==> config.mk <==
export PLATFORM = sky130hd
export DESIGN_NAME = lcd_instruction_decoder
export DESIGN_NICKNAME = d
export VERILOG_FILES = /design/src/rtl/lcd_decoder_pkg.sv /design/src/rtl/lcd_instruction_decoder.sv /design/src/rtl/lcd_ram_store.sv
export SDC_FILE = /design/constraint.sdc
export NUM_CORES = 1
export LEC_CHECK = 0
export BUFFER_PORTS_ARGS = -buffer_cell sky130_fd_sc_hd__buf_2
export CAP_MARGIN = 5
export CORE_UTILIZATION = 35
export CTS_CLUSTER_SIZE = 30
export DETAILED_ROUTE_END_ITERATION = 6
export PLACE_DENSITY_LB_ADDON = 0.08
export RECOVER_POWER = 25
export SLEW_MARGIN = 20
export SYNTH_ARGS = -nofsm -noshare
export SYNTH_HDL_FRONTEND = slang
export SYNTH_SLANG_ARGS = --single-unit
==> constraint.sdc <==
create_clock -name i_clk -period 3.4 [get_ports i_clk]
set_input_delay 0.68 -clock i_clk [delete_from_list [all_inputs] [get_ports i_clk]]
set_output_delay 0.68 -clock i_clk [all_outputs]
set_load 0.02 [all_outputs]
==> src/rtl/lcd_decoder_pkg.sv <==
// Shared constants and carriers for the LCD instruction decoder
package lcd_decoder_pkg;

  // ------------------------------------------------------------
  // Sizes
  // ------------------------------------------------------------
  localparam int DISP_AW = 7;          // Display RAM address width
  localparam int DISP_DEPTH = 128;     // Display RAM words
  localparam int FONT_AW = 4;          // Font RAM address width
  localparam int FONT_DEPTH = 16;      // Font RAM words
  localparam int DATA_W = 8;           // RAM word width

  // ------------------------------------------------------------
  // Timing
  // ------------------------------------------------------------
  localparam int CLEAR_CYCLES = 85;    // Clear-display length in operating clocks
  localparam logic [6:0] CLEAR_LAST = 7'(CLEAR_CYCLES - 1);

  // ------------------------------------------------------------
  // Codes and fill value
  // ------------------------------------------------------------
  localparam logic [7:0] CODE_NOP = 8'h00;
  localparam logic [7:0] CODE_CLEAR = 8'h01;
  localparam logic [7:0] CODE_HOME = 8'h02;
  localparam logic [7:0] CODE_OSC = 8'h03;
  localparam logic [7:0] CODE_SYNC = 8'h70;
  localparam logic [7:0] SPACE_CODE = 8'h20;

  // ------------------------------------------------------------
  // Reset values of fields
  // ------------------------------------------------------------
  localparam logic [4:0] RST_CONTRAST = 5'h00;
  localparam logic [1:0] RST_BIAS = 2'h0;
  localparam logic [2:0] RST_DUTY = 3'h5;
  localparam logic RST_INCREMENT = 1'b1;
  localparam logic RST_OSC = 1'b1;
  localparam logic [6:0] RST_ADDR = 7'h00;

  // Decoder phases
  typedef enum logic [0:0] {PH_IDLE, PH_CLEAR} phase_t;

  // All stored control settings
  typedef struct packed {
    logic common_scan_dir;
    logic segment_scan_dir;
    logic drive_supply_enable;
    logic sleep_request;
    logic standby_request;
    logic contrast_page_select;
    logic [4:0] contrast_level;
    logic boost_factor;
    logic [1:0] bias_select;
    logic font_bank;
    logic addr_increment;
    logic segment_blink_enable;
    logic invert_cursor;
    logic underline_cursor;
    logic blink_cursor;
    logic display_on;
    logic blink_period_select;
    logic line_cursor_enable;
    logic [2:0] duty_field;
    logic double_height_enable;
    logic osc_started;
  } settings_t;

  // Incoming transfer from the transport layer
  typedef struct packed {
    logic valid;
    logic instr_or_data_sel;
    logic [7:0] code;
  } xfer_t;

endpackage : lcd_decoder_pkg

==> src/rtl/lcd_instruction_decoder.sv <==
// Instruction decoder and control-register set of the LCD controller
`timescale 1ns/1ps
`default_nettype none
module lcd_instruction_decoder (
  input wire logic i_clk,
  input wire logic i_rstn,
  input wire logic i_xfer_valid,
  input wire logic i_instr_or_data_sel,
  input wire logic [7:0] i_code,
  input wire logic [6:0] i_disp_rd_addr,
  input wire logic [3:0] i_font_rd_addr,
  output lcd_decoder_pkg::settings_t o_settings,
  output logic [6:0] o_address_counter,
  output logic o_ram_select,
  output logic o_busy_flag,
  output logic o_blink_sync,
  output logic o_drivers_grounded,
  output logic [7:0] o_disp_rd_data,
  output logic [7:0] o_font_rd_data
);

  // ------------------------------------------------------------
  // State carrier
  // ------------------------------------------------------------
  typedef struct packed {
    lcd_decoder_pkg::phase_t phase;     // Idle or clearing
    logic [6:0] clr_cnt;                // Clear cycle count
    lcd_decoder_pkg::settings_t set;    // Stored settings
    logic [6:0] addr;                   // Address counter
    logic ram_select;                   // 0 display, 1 font
    logic busy;                         // Busy flag
    logic blink_sync;                   // Blink restart pulse
    logic grounded;                     // Drivers held at ground
  } state_t;

  state_t state_q;                      // Registered state
  state_t state_d;                      // Next state
  lcd_decoder_pkg::xfer_t xfer;         // Incoming transfer

  // Write strobes towards the RAMs, plus the transfer accept
  logic disp_we;
  logic font_we;
  logic fill;
  logic accept;

  // ------------------------------------------------------------
  // Helpers
  // ------------------------------------------------------------
  // Counter step; wraps at either end of the 7-bit range
  function automatic logic [6:0] step_addr(input logic [6:0] a, input logic inc);
    step_addr = inc ? 7'(a + 7'h01) : 7'(a - 7'h01);
  endfunction : step_addr

  // True while RAM cannot be reached
  function automatic logic ram_locked(input lcd_decoder_pkg::settings_t s);
    ram_locked = s.sleep_request | s.standby_request;
  endfunction : ram_locked

  // Reset image of the whole state
  function automatic state_t reset_state();
    state_t r;
    r = '0;
    r.phase = lcd_decoder_pkg::PH_CLEAR;
    r.busy = 1'b1;
    r.grounded = 1'b1;
    r.addr = lcd_decoder_pkg::RST_ADDR;
    r.set.contrast_level = lcd_decoder_pkg::RST_CONTRAST;
    r.set.bias_select = lcd_decoder_pkg::RST_BIAS;
    r.set.addr_increment = lcd_decoder_pkg::RST_INCREMENT;
    r.set.duty_field = lcd_decoder_pkg::RST_DUTY;
    r.set.osc_started = lcd_decoder_pkg::RST_OSC;
    return r;
  endfunction : reset_state

  always_comb
  begin
    xfer.valid = i_xfer_valid;
    xfer.instr_or_data_sel = i_instr_or_data_sel;
    xfer.code = i_code;
  end

  // ------------------------------------------------------------
  // Decoder
  // ------------------------------------------------------------
  // Transfers are taken only when not busy; while busy they vanish
  always_comb
  begin
    state_d = state_q;
    state_d.blink_sync = 1'b0;
    disp_we = 1'b0;
    font_we = 1'b0;
    fill = 1'b0;
    accept = xfer.valid & ~state_q.busy;
    case (state_q.phase)
      lcd_decoder_pkg::PH_CLEAR:
      begin
        // Count out the clear, then release busy
        if (state_q.clr_cnt == lcd_decoder_pkg::CLEAR_LAST)
        begin
          state_d.phase = lcd_decoder_pkg::PH_IDLE;
          state_d.busy = 1'b0;
          state_d.clr_cnt = 7'h00;
        end
        else
        begin
          state_d.clr_cnt = 7'(state_q.clr_cnt + 7'h01);
        end
      end
      lcd_decoder_pkg::PH_IDLE:
      begin
        if (accept && xfer.instr_or_data_sel)
        begin
          // Data byte into the selected RAM, unless powered down
          if (!ram_locked(state_q.set))
          begin
            disp_we = ~state_q.ram_select;
            font_we = state_q.ram_select;
            state_d.addr = step_addr(state_q.addr, state_q.set.addr_increment);
          end
        end
        else if (accept)
        begin
          casez (xfer.code)
            lcd_decoder_pkg::CODE_NOP:
            begin
              // Nothing changes
              state_d = state_q;
              state_d.blink_sync = 1'b0;
            end
            lcd_decoder_pkg::CODE_CLEAR:
            begin
              // Space fill, counter home, busy for the clear
              fill = 1'b1;
              state_d.addr = 7'h00;
              state_d.ram_select = 1'b0;
              state_d.phase = lcd_decoder_pkg::PH_CLEAR;
              state_d.busy = 1'b1;
              state_d.clr_cnt = 7'h00;
            end
            lcd_decoder_pkg::CODE_HOME:
            begin
              state_d.addr = 7'h00;
              state_d.ram_select = 1'b0;
            end
            lcd_decoder_pkg::CODE_OSC:
            begin
              state_d.set.osc_started = 1'b1;
            end
            8'b0000_01??:
            begin
              state_d.set.common_scan_dir = xfer.code[1];
              state_d.set.segment_scan_dir = xfer.code[0];
            end
            8'b0000_1???:
            begin
              state_d.set.drive_supply_enable = xfer.code[2];
              state_d.set.sleep_request = xfer.code[1];
              state_d.set.standby_request = xfer.code[0];
            end
            8'b0001_0???:
            begin
              state_d.set.contrast_page_select = xfer.code[2];
              state_d.set.contrast_level[4:3] = xfer.code[1:0];
            end
            8'b0001_1???:
            begin
              // Page select steers this code to contrast or supply
              if (state_q.set.contrast_page_select)
              begin
                state_d.set.boost_factor = xfer.code[2];
                state_d.set.bias_select = xfer.code[1:0];
              end
              else
              begin
                state_d.set.contrast_level[2:0] = xfer.code[2:0];
              end
            end
            8'b0010_0???:
            begin
              state_d.set.font_bank = xfer.code[2];
              state_d.set.addr_increment = xfer.code[1];
              state_d.set.segment_blink_enable = xfer.code[0];
            end
            8'b0010_1???:
            begin
              state_d.set.invert_cursor = xfer.code[2];
              state_d.set.underline_cursor = xfer.code[1];
              state_d.set.blink_cursor = xfer.code[0];
            end
            8'b0011_0???:
            begin
              state_d.set.display_on = xfer.code[2];
              state_d.set.blink_period_select = xfer.code[1];
              state_d.set.line_cursor_enable = xfer.code[0];
            end
            8'b0011_1???:
            begin
              // Prohibited 011 is stored as given; the host avoids it
              state_d.set.duty_field = xfer.code[2:0];
            end
            8'b0100_000?:
            begin
              state_d.set.double_height_enable = xfer.code[0];
            end
            lcd_decoder_pkg::CODE_SYNC:
            begin
              state_d.blink_sync = 1'b1;
            end
            8'b10?0_000?:
            begin
              // Address loads are dropped while RAM is unreachable
              if (!ram_locked(state_q.set))
              begin
                state_d.ram_select = xfer.code[5];
                state_d.addr[6] = xfer.code[0];
              end
            end
            8'b11??_????:
            begin
              if (!ram_locked(state_q.set))
              begin
                state_d.addr[5:0] = xfer.code[5:0];
              end
            end
            default:
            begin
              // Unknown codes leave everything alone
              state_d = state_q;
              state_d.blink_sync = 1'b0;
            end
          endcase
        end
      end
      default:
      begin
        state_d.phase = lcd_decoder_pkg::PH_IDLE;
        state_d.busy = 1'b0;
      end
    endcase
    state_d.grounded = ~state_d.set.display_on;
  end

  // ------------------------------------------------------------
  // State register
  // ------------------------------------------------------------
  // Reset loads the documented image and starts the clear
  always_ff @(posedge i_clk or negedge i_rstn)
  begin
    if (!i_rstn)
    begin
      state_q <= reset_state();
    end
    else
    begin
      state_q <= state_d;
    end
  end

  // ------------------------------------------------------------
  // RAMs
  // ------------------------------------------------------------
  // Display lines sit at 00-13, 20-33, 40-53, 60-73; font at 0-F
  lcd_ram_store #(
    .AW(lcd_decoder_pkg::DISP_AW),
    .DEPTH(lcd_decoder_pkg::DISP_DEPTH)
  ) u_display_ram (
    .i_clk(i_clk),
    .i_rstn(i_rstn),
    .i_wr_en(disp_we),
    .i_wr_addr(state_q.addr),
    .i_wr_data(xfer.code),
    .i_fill(fill),
    .i_rd_addr(i_disp_rd_addr),
    .o_rd_data(o_disp_rd_data)
  );

  lcd_ram_store #(
    .AW(lcd_decoder_pkg::FONT_AW),
    .DEPTH(lcd_decoder_pkg::FONT_DEPTH)
  ) u_font_ram (
    .i_clk(i_clk),
    .i_rstn(i_rstn),
    .i_wr_en(font_we),
    .i_wr_addr(state_q.addr[3:0]),
    .i_wr_data(xfer.code),
    .i_fill(1'b0),
    .i_rd_addr(i_font_rd_addr),
    .o_rd_data(o_font_rd_data)
  );

  // ------------------------------------------------------------
  // Outputs
  // ------------------------------------------------------------
  assign o_settings = state_q.set;
  assign o_address_counter = state_q.addr;
  assign o_ram_select = state_q.ram_select;
  assign o_busy_flag = state_q.busy;
  assign o_blink_sync = state_q.blink_sync;
  assign o_drivers_grounded = state_q.grounded;

  // ------------------------------------------------------------
  // Checks
  // ------------------------------------------------------------
  logic instr_acc;
  logic data_acc;
  assign instr_acc = xfer.valid & ~o_busy_flag & ~xfer.instr_or_data_sel;
  assign data_acc = xfer.valid & ~o_busy_flag & xfer.instr_or_data_sel;
endmodule : lcd_instruction_decoder
`default_nettype wire

==> src/rtl/lcd_ram_store.sv <==
// Small RAM with registered read and optional whole-array fill
`timescale 1ns/1ps
`default_nettype none
module lcd_ram_store #(
  parameter int AW = 4,
  parameter int DEPTH = 16
) (
  input wire logic i_clk,
  input wire logic i_rstn,
  input wire logic i_wr_en,
  input wire logic [AW-1:0] i_wr_addr,
  input wire logic [7:0] i_wr_data,
  input wire logic i_fill,
  input wire logic [AW-1:0] i_rd_addr,
  output logic [7:0] o_rd_data
);

  // ------------------------------------------------------------
  // Storage
  // ------------------------------------------------------------
  logic [7:0] mem [DEPTH];            // Word array, no reset
  logic [DEPTH-1:0] blank_q;          // Word reads as space code
  logic [7:0] rd_q;                   // Registered read data

  // Array writes; a fill marks every word blank in one clock,
  // which is how the clear finishes well inside its cycle budget
  always_ff @(posedge i_clk)
  begin
    if (i_wr_en)
    begin
      mem[i_wr_addr] <= i_wr_data;
    end
  end

  // Blank flags start set so reset itself clears the display
  always_ff @(posedge i_clk or negedge i_rstn)
  begin
    if (!i_rstn)
    begin
      blank_q <= '1;
      rd_q <= 8'h00;
    end
    else
    begin
      if (i_fill)
      begin
        blank_q <= '1;
      end
      else if (i_wr_en)
      begin
        blank_q[i_wr_addr] <= 1'b0;
      end
      rd_q <= blank_q[i_rd_addr] ? lcd_decoder_pkg::SPACE_CODE : mem[i_rd_addr];
    end
  end

  assign o_rd_data = rd_q;

endmodule : lcd_ram_store
`default_nettype wire

* Word-level counts from Yosys, hierarchy flattened
Memory sizes are Yosys's and may differ from the RTL's.
Cells that the tools add are included.
** Word-level totals
- Memory bits (writable) :: 1152
- Word-level logic and storage cells :: 161
- Register bits :: 206
- Memories :: 2
** Memory list
- u_display_ram.mem :: words 128, width 8, read ports 1, clocked after Yosys merged registers in 0, wr ports 1, RTL line lcd_ram_store.sv:21 : logic [7:0] mem [DEPTH];
- u_font_ram.mem :: words 16, width 8, read ports 1, clocked after Yosys merged registers in 0, wr ports 1, RTL line lcd_ram_store.sv:21
** Cells by class
- Bitwise gates (word level) :: 12
- Equal/unequal tests :: 22
- Reductions and logical operators :: 24
- Multiplexer cells :: 59
- $add $sub $neg :: 3
- Order comparisons :: 6
** Operators with widths (count)
- 128-bit two-way mux :: 2
- 128-bit AND :: 1
- 128-bit inverter :: 1
- 47-bit two-way mux :: 1
- 36-bit two-way mux :: 1
- 4-bit AND reduction :: 9
- 7-bit two-way mux :: 4
- 1-bit two-way mux :: 25
- 5-bit AND reduction :: 5
- 3-bit two-way mux :: 8
- 8-bit two-way mux :: 3
- 5-bit by 3-bit equality test with 1-bit output (second input constant) :: 4
- 16-bit AND :: 1
- 7-bit by 8-bit less-than comparator with 1-bit output (second input constant) :: 2
- 16-bit two-way mux :: 1
- 16-bit inverter :: 1
- 8-bit case mux with 2 select lines :: 1
- 7-bit by 1-bit adder with 7-bit output (second input constant) :: 2
- 6-bit two-way mux :: 2
- 6-bit case mux with 2 select lines :: 1
- 5-bit by 2-bit equality test with 1-bit output (second input constant) :: 2
- 4-bit by 5-bit less-than comparator with 1-bit output (second input constant) :: 2
- 2-bit inequality test (second input constant) :: 5
- 8-bit by 1-bit equality test with 1-bit output (second input constant) :: 1
- 27 further kinds :: 41

* Depth between registers and ports, before layout
- Depth after elaboration :: 8
- Mapped depth :: 11

* Hierarchy
Synthesis repeated with hierarchy kept, for this count alone.
** Second synthesis, totals
- Cell total of the unflattened synthesis :: 2859
- Area, all modules :: 54569.8 µm²
** By module, submodules not included
- lcd_ram_store (u_display_ram) :: area an instance 45864.0 µm², cells each 2294, times used 1, sequential area each 34312.9 µm²
- lcd_ram_store (u_font_ram) :: area an instance 5860.6 µm², cells each 287, times used 1, sequential area each 4464.3 µm²
- lcd_instruction_decoder :: area an instance 2845.2 µm², cells each 278, times used 1, sequential area each 1158.6 µm²

* Least setup slack after synthesis
No wires, ideal clock.
- Kind :: input to register
- Start :: in i_xfer_valid
- End :: mem u_display_ram.mem[104][0], enable pin
- Data arrival time :: 2.508 ns
- Path slack :: 0.521 ns
- Stages on the path :: 7
- Setup time :: 0.370 ns
- Buffers on the path :: 1
- Required time :: 3.030 ns
- Cells stage by stage :: nand2b_1 nor2_2 nand3b_1 nor4b_1 nand3_1 clkbuf_1 nor2_1
** Between the ends
- Word-level cells in the longest chain between the ends :: 6
** RTL lines
- start: declaration :: RTL line lcd_instruction_decoder.sv:7 : input wire logic i_xfer_valid,
- 1-bit AND
- 1-bit logical AND :: RTL line lcd_instruction_decoder.sv:111 : if (accept && xfer.instr_or_data_sel)
- 1-bit two-way mux :: RTL line lcd_instruction_decoder.sv:111
- 1-bit two-way mux :: RTL line lcd_instruction_decoder.sv:94 : case (state_q.phase)
- 1-bit two-way mux :: RTL line lcd_ram_store.sv:29 : if (i_wr_en)
- 1-bit two-way mux (not written as such) :: RTL line lcd_ram_store.sv:31 : mem[i_wr_addr] <= i_wr_data;
- end: declaration :: RTL line lcd_ram_store.sv:21
Every way passes these cells.

* Worst setup path after layout
- Start :: in i_code[6]
- End :: mem u_display_ram.mem[115][6], data pin
** RTL lines
- start: declaration :: RTL line lcd_instruction_decoder.sv:9 : input wire logic [7:0] i_code,
Straight into the memory's write port.

==> run summary <==
The tree built by TritonCTS fans out to 1,358 sinks. Setup slack of the worst register-to-register path: 0.59 ns. The congestion estimate from routability-driven global placement came to 0.7867. Synthesis inferred 1,358 register bits.

Among cell families on the critical path, the largest total delay comes from buffers and inverters. The count of cell types in the netlist came out at 59. The final reports fail on max-capacitance violations, max-slew violations. The half-perimeter wire length after detailed placement was 90.14 mm. Entering global routing, the biggest net connects 156 pins.

In this run the standard cell core region covers 152,300 µm². The die covers 155,400 µm². The residual overflow from global routing is 0. Yosys mapped a number of flops with a built-in enable equal to 1,152. The starting density of the core was 0.3535; the transition time of the tightest slew-check pin was 2.996 ns. Summing all non-filler instances in the final layout gives an area of 63,410 µm². The final critical-path setup slack came out at 0.5113 ns. The average wire per cell in the routed design was 27.78 µm; the CTS H-tree depth was 4. For the endpoint arrival time on the critical path, the log shows 3.02 ns. After detailed routing, the number of vias per cell comes to 5.249. Among all flip-flop cells after synthesis, the most frequent one is edfxtp_1.

The sequential cell area fraction in the yosys report was 0.7420; the vertical die dimension was 394.1 µm. From left edge to right edge, the die measures 394.1 µm. Between clock sinks in the finished design, the worst skew comes to 0.04498 ns. The tools report the kind of capture point of the worst setup path as a flip-flop.

Dividing the synthesized area by the synthesized cell count gives 19.64 µm². Tightest slew margin relative to the limit: -0.9976. In this run the critical register-to-register path is captured at u_display_ram.mem[117][7]. Type of the setup path with the least slack: input pin to flip-flop. The final worst hold slack is 0.2469 ns. Wire length after detailed routing: 145.0 mm. The count of TritonRoute iterations in the first routing pass is 6, and the DRC marker count from the first detailed-route iteration is 2,275. Setup total negative slack on the finished layout was measured at 0 ns. The sequential cells in the finished layout cover a total of 39,940 µm². Walking the worst path, the cells encountered are buf_4 -> clkbuf_1. The slowest stage of the critical path is the clkbuf_1 cell.

The tools report the clock latency at the later pin of the worst-skew pair as 0.78 ns. During placement, the flow inserted port buffers numbering 76. The tree is rooted in a clkbuf_16. Counting both buffers and inverters, the worst setup path holds a total of 2. The clock period could shrink to 2.889 ns. The fill cell instance count of the final layout is 13,360, and the initial antenna violation count is 8. Total number of vias: 27,390. Share of synthesized registers carrying an async set or reset: 0.1517. Across the run, the number of max-cap violations was 7. The tools report the end-of-flow core utilization as 0.4164. The endpoint with the worst hold slack was o_blink_sync. The count of boundary I/O pins is 78. The tools report the leakage component of the power as 21.71 nW. The total cell area at the placement stage was 58,600 µm². The first-pass GRT wire length came out at 210.8 mm. Data on the critical path is required at its endpoint by 3.53 ns.

Setup repair after global routing left no endpoint under its margin. The share of layout cells above drive strength 1 is 0.3610. Prior to clock tree synthesis, the placed netlist has a worst setup slack of 0.01646 ns. The total power divided by cell area was 568.0 nW/µm²; the number of warning messages in the yosys log was 0. The final number of max-transition violations came out at 725.

The number of hold-slack violations in the final timing report was 0. The worst setup path is launched from an input pin. In the final layout, the multi-input gates occupy 12,850 µm². Once detail routing completed, the nets flagged for antenna violations numbered 0. The path depth of the worst reg2reg path was 9; the largest driver fanout on the critical path was 60. The maximum buffer depth of the clock tree was 3; the worst hold path cell count was 3.

The worst hold path begins at i_code[6]. The global router's overall resource usage was 0.1882; the maximum vdd ir drop was 0.5104 mV. The run gives 150 as the clock buffer count from CTS. The net count of the finished layout is 3,094.

Hold buffer count at cts: 1. The tools report the DRC violations left as 0. Compared with the post-synthesis result, the final layout area differs by 17.80%. TritonCTS built the clock tree. The number of global-route vias before repair is 28,870.

The delay contributed by the slowest stage of the critical path is 2.06 ns, and the instance count of the mapped netlist is 2,741. The count of final setup violators was 0. In this run the critical register-to-register path is launched from o_busy_flag.

The clock-pin slew on the worst setup and hold paths was 0.06 ns; the ratio of final minimum period to clock period was 0.8496. The run finished, with violations left. When the netlist entered floorplanning its net count stood at 2,772. The initialized floorplan defines 143 standard-cell rows. The run gives 346.2 MHz as the maximum clock rate. After clock tree synthesis, the repair step resized 0 gates. The min-delay analysis places its worst path in the category input pin to flip-flop. In this run the cell area of the synthesized design comes to 53,820 µm².

Post-CTS repair timing setup buffer count: 0.
[synthesized netlist by cell type, types with 7 or more instances]
master,count,share of area
dfstp_2,150,0.073
mux2i_1,35,0.0065
ha_1,7,0.0016
a21oi_1,14,0.0013
nor2b_1,35,0.0041
nand2_1,207,0.014
inv_1,11,0.00077
a22oi_1,23,0.0032
nand3_1,19,0.0018
nor3_1,10,0.00093
buf_2,31,0.0029
mux2_2,33,0.0069
edfxtp_1,1152,0.64
mux4_2,379,0.16
dfrtp_1,56,0.026
clkbuf_1,98,0.0068
o221ai_1,7,0.0011
buf_4,51,0.0071
o22ai_1,10,0.0012
buf_1,18,0.0013
nor2_1,163,0.011
o21ai_0,143,0.013
o21ai_1,7,0.00065
[worst max-delay path by stage]
stage          depth (start not counted)                 start                         end  slack, ns
6_report                               2             i_code[6]   u_display_ram.mem[115][6]       0.51
5_1_grt                                2             i_code[6]   u_display_ram.mem[114][6]       0.25
4_1_cts                                2  o_address_counter[2]        o_address_counter[2]       0.52
3_5_place_dp                           8     i_disp_rd_addr[0]  u_display_ram.o_rd_data[6]       0.02
3_3_place_gp                           9     i_disp_rd_addr[0]  u_display_ram.o_rd_data[5]       0.05
2_1_floorplan                          7          i_xfer_valid   u_display_ram.mem[104][0]       0.52
[flip-flops by register name, indices dropped and copies added (netlist names)]
register and cells:
o_address_counter 7, u_font_ram.o_rd_data 8, o_ram_select 1, state_q 8, o_settings 27, o_drivers_grounded 1
u_display_ram.o_rd_data 8, u_display_ram.blank_q 128, o_blink_sync 1, u_font_ram.mem 128, o_busy_flag 1, u_font_ram.blank_q 16
u_display_ram.mem 1024
[power breakdown]
group          total [mW]  switching, mW  internal, mW
Combinational        1.64           1.01         0.639
Clock                16.2           6.62          9.59
Sequential           18.2         0.0286          18.1
[logic make-up after synthesis]
logic type | share of synthesized area
mux | 0.1720
other cells | 0.00006967
compound gates | 0.02576
fa+ha+maj | 0.001999
buf+inv | 0.01969
xor+xnor | 0.001139
flops | 0.7420
simple gates | 0.03736
[layer usage]
metal | track usage | part of all wire | vias up
met3 | 0.03526 | 0.050 | 196
met5 | 0 | 0.00030 | -
met4 | 0.05267 | 0.023 | 8
met1 | 0.2648 | 0.45 | 14850
met2 | 0.2986 | 0.48 | 699
li1 | - | - | 11640
[cells in the final DEF, fill, tap and decap left out, drive strengths merged, types with 3 or more instances in the layout]
master	synthesis	routed
a2111oi	4	4
a21oi	14	14
a22oi	23	23
a31oi	6	6
buf	104	357
bufinv	0	16
clkbuf	98	201
clkinv	0	61
clkinvlp	0	4
dfrtp	56	56
dfstp	150	150
diode	0	6
edfxtp	1152	1152
ha	7	7
inv	11	15
mux2	33	33
mux2i	35	35
mux4	379	379
nand2	207	207
nand2b	6	6
nand3	19	19
nand3b	3	3
nand4	5	5
nor2	164	164
nor2b	35	35
nor3	10	10
nor4	5	5
o21ai	150	150
o221ai	7	7
o22ai	10	10
o311a	6	6
xnor2	5	5
[through the flow]
stage                     power, mW  instances
final                         36.02       5219
after global routing          37.15       5214
after CTS                     36.51       5213
after detailed placement      20.18       4940
after global placement        20.16       4940
after floorplan               19.28       2741
[layout make-up]
cell class | count | share of cell area
Clock inverter | 85 | 0.01373
Sequential cell | 1358 | 0.6298
Antenna cell | 6 | 0.0002368
Multi-Input combinational cell | 1170 | 0.2027
Tap cell | 2030 | 0.04006
Inverter | 11 | 0.0006512
Clock buffer | 187 | 0.06338
Timing Repair Buffer | 372 | 0.04941
No activity file was read; power rests on OpenSTA's default activity.
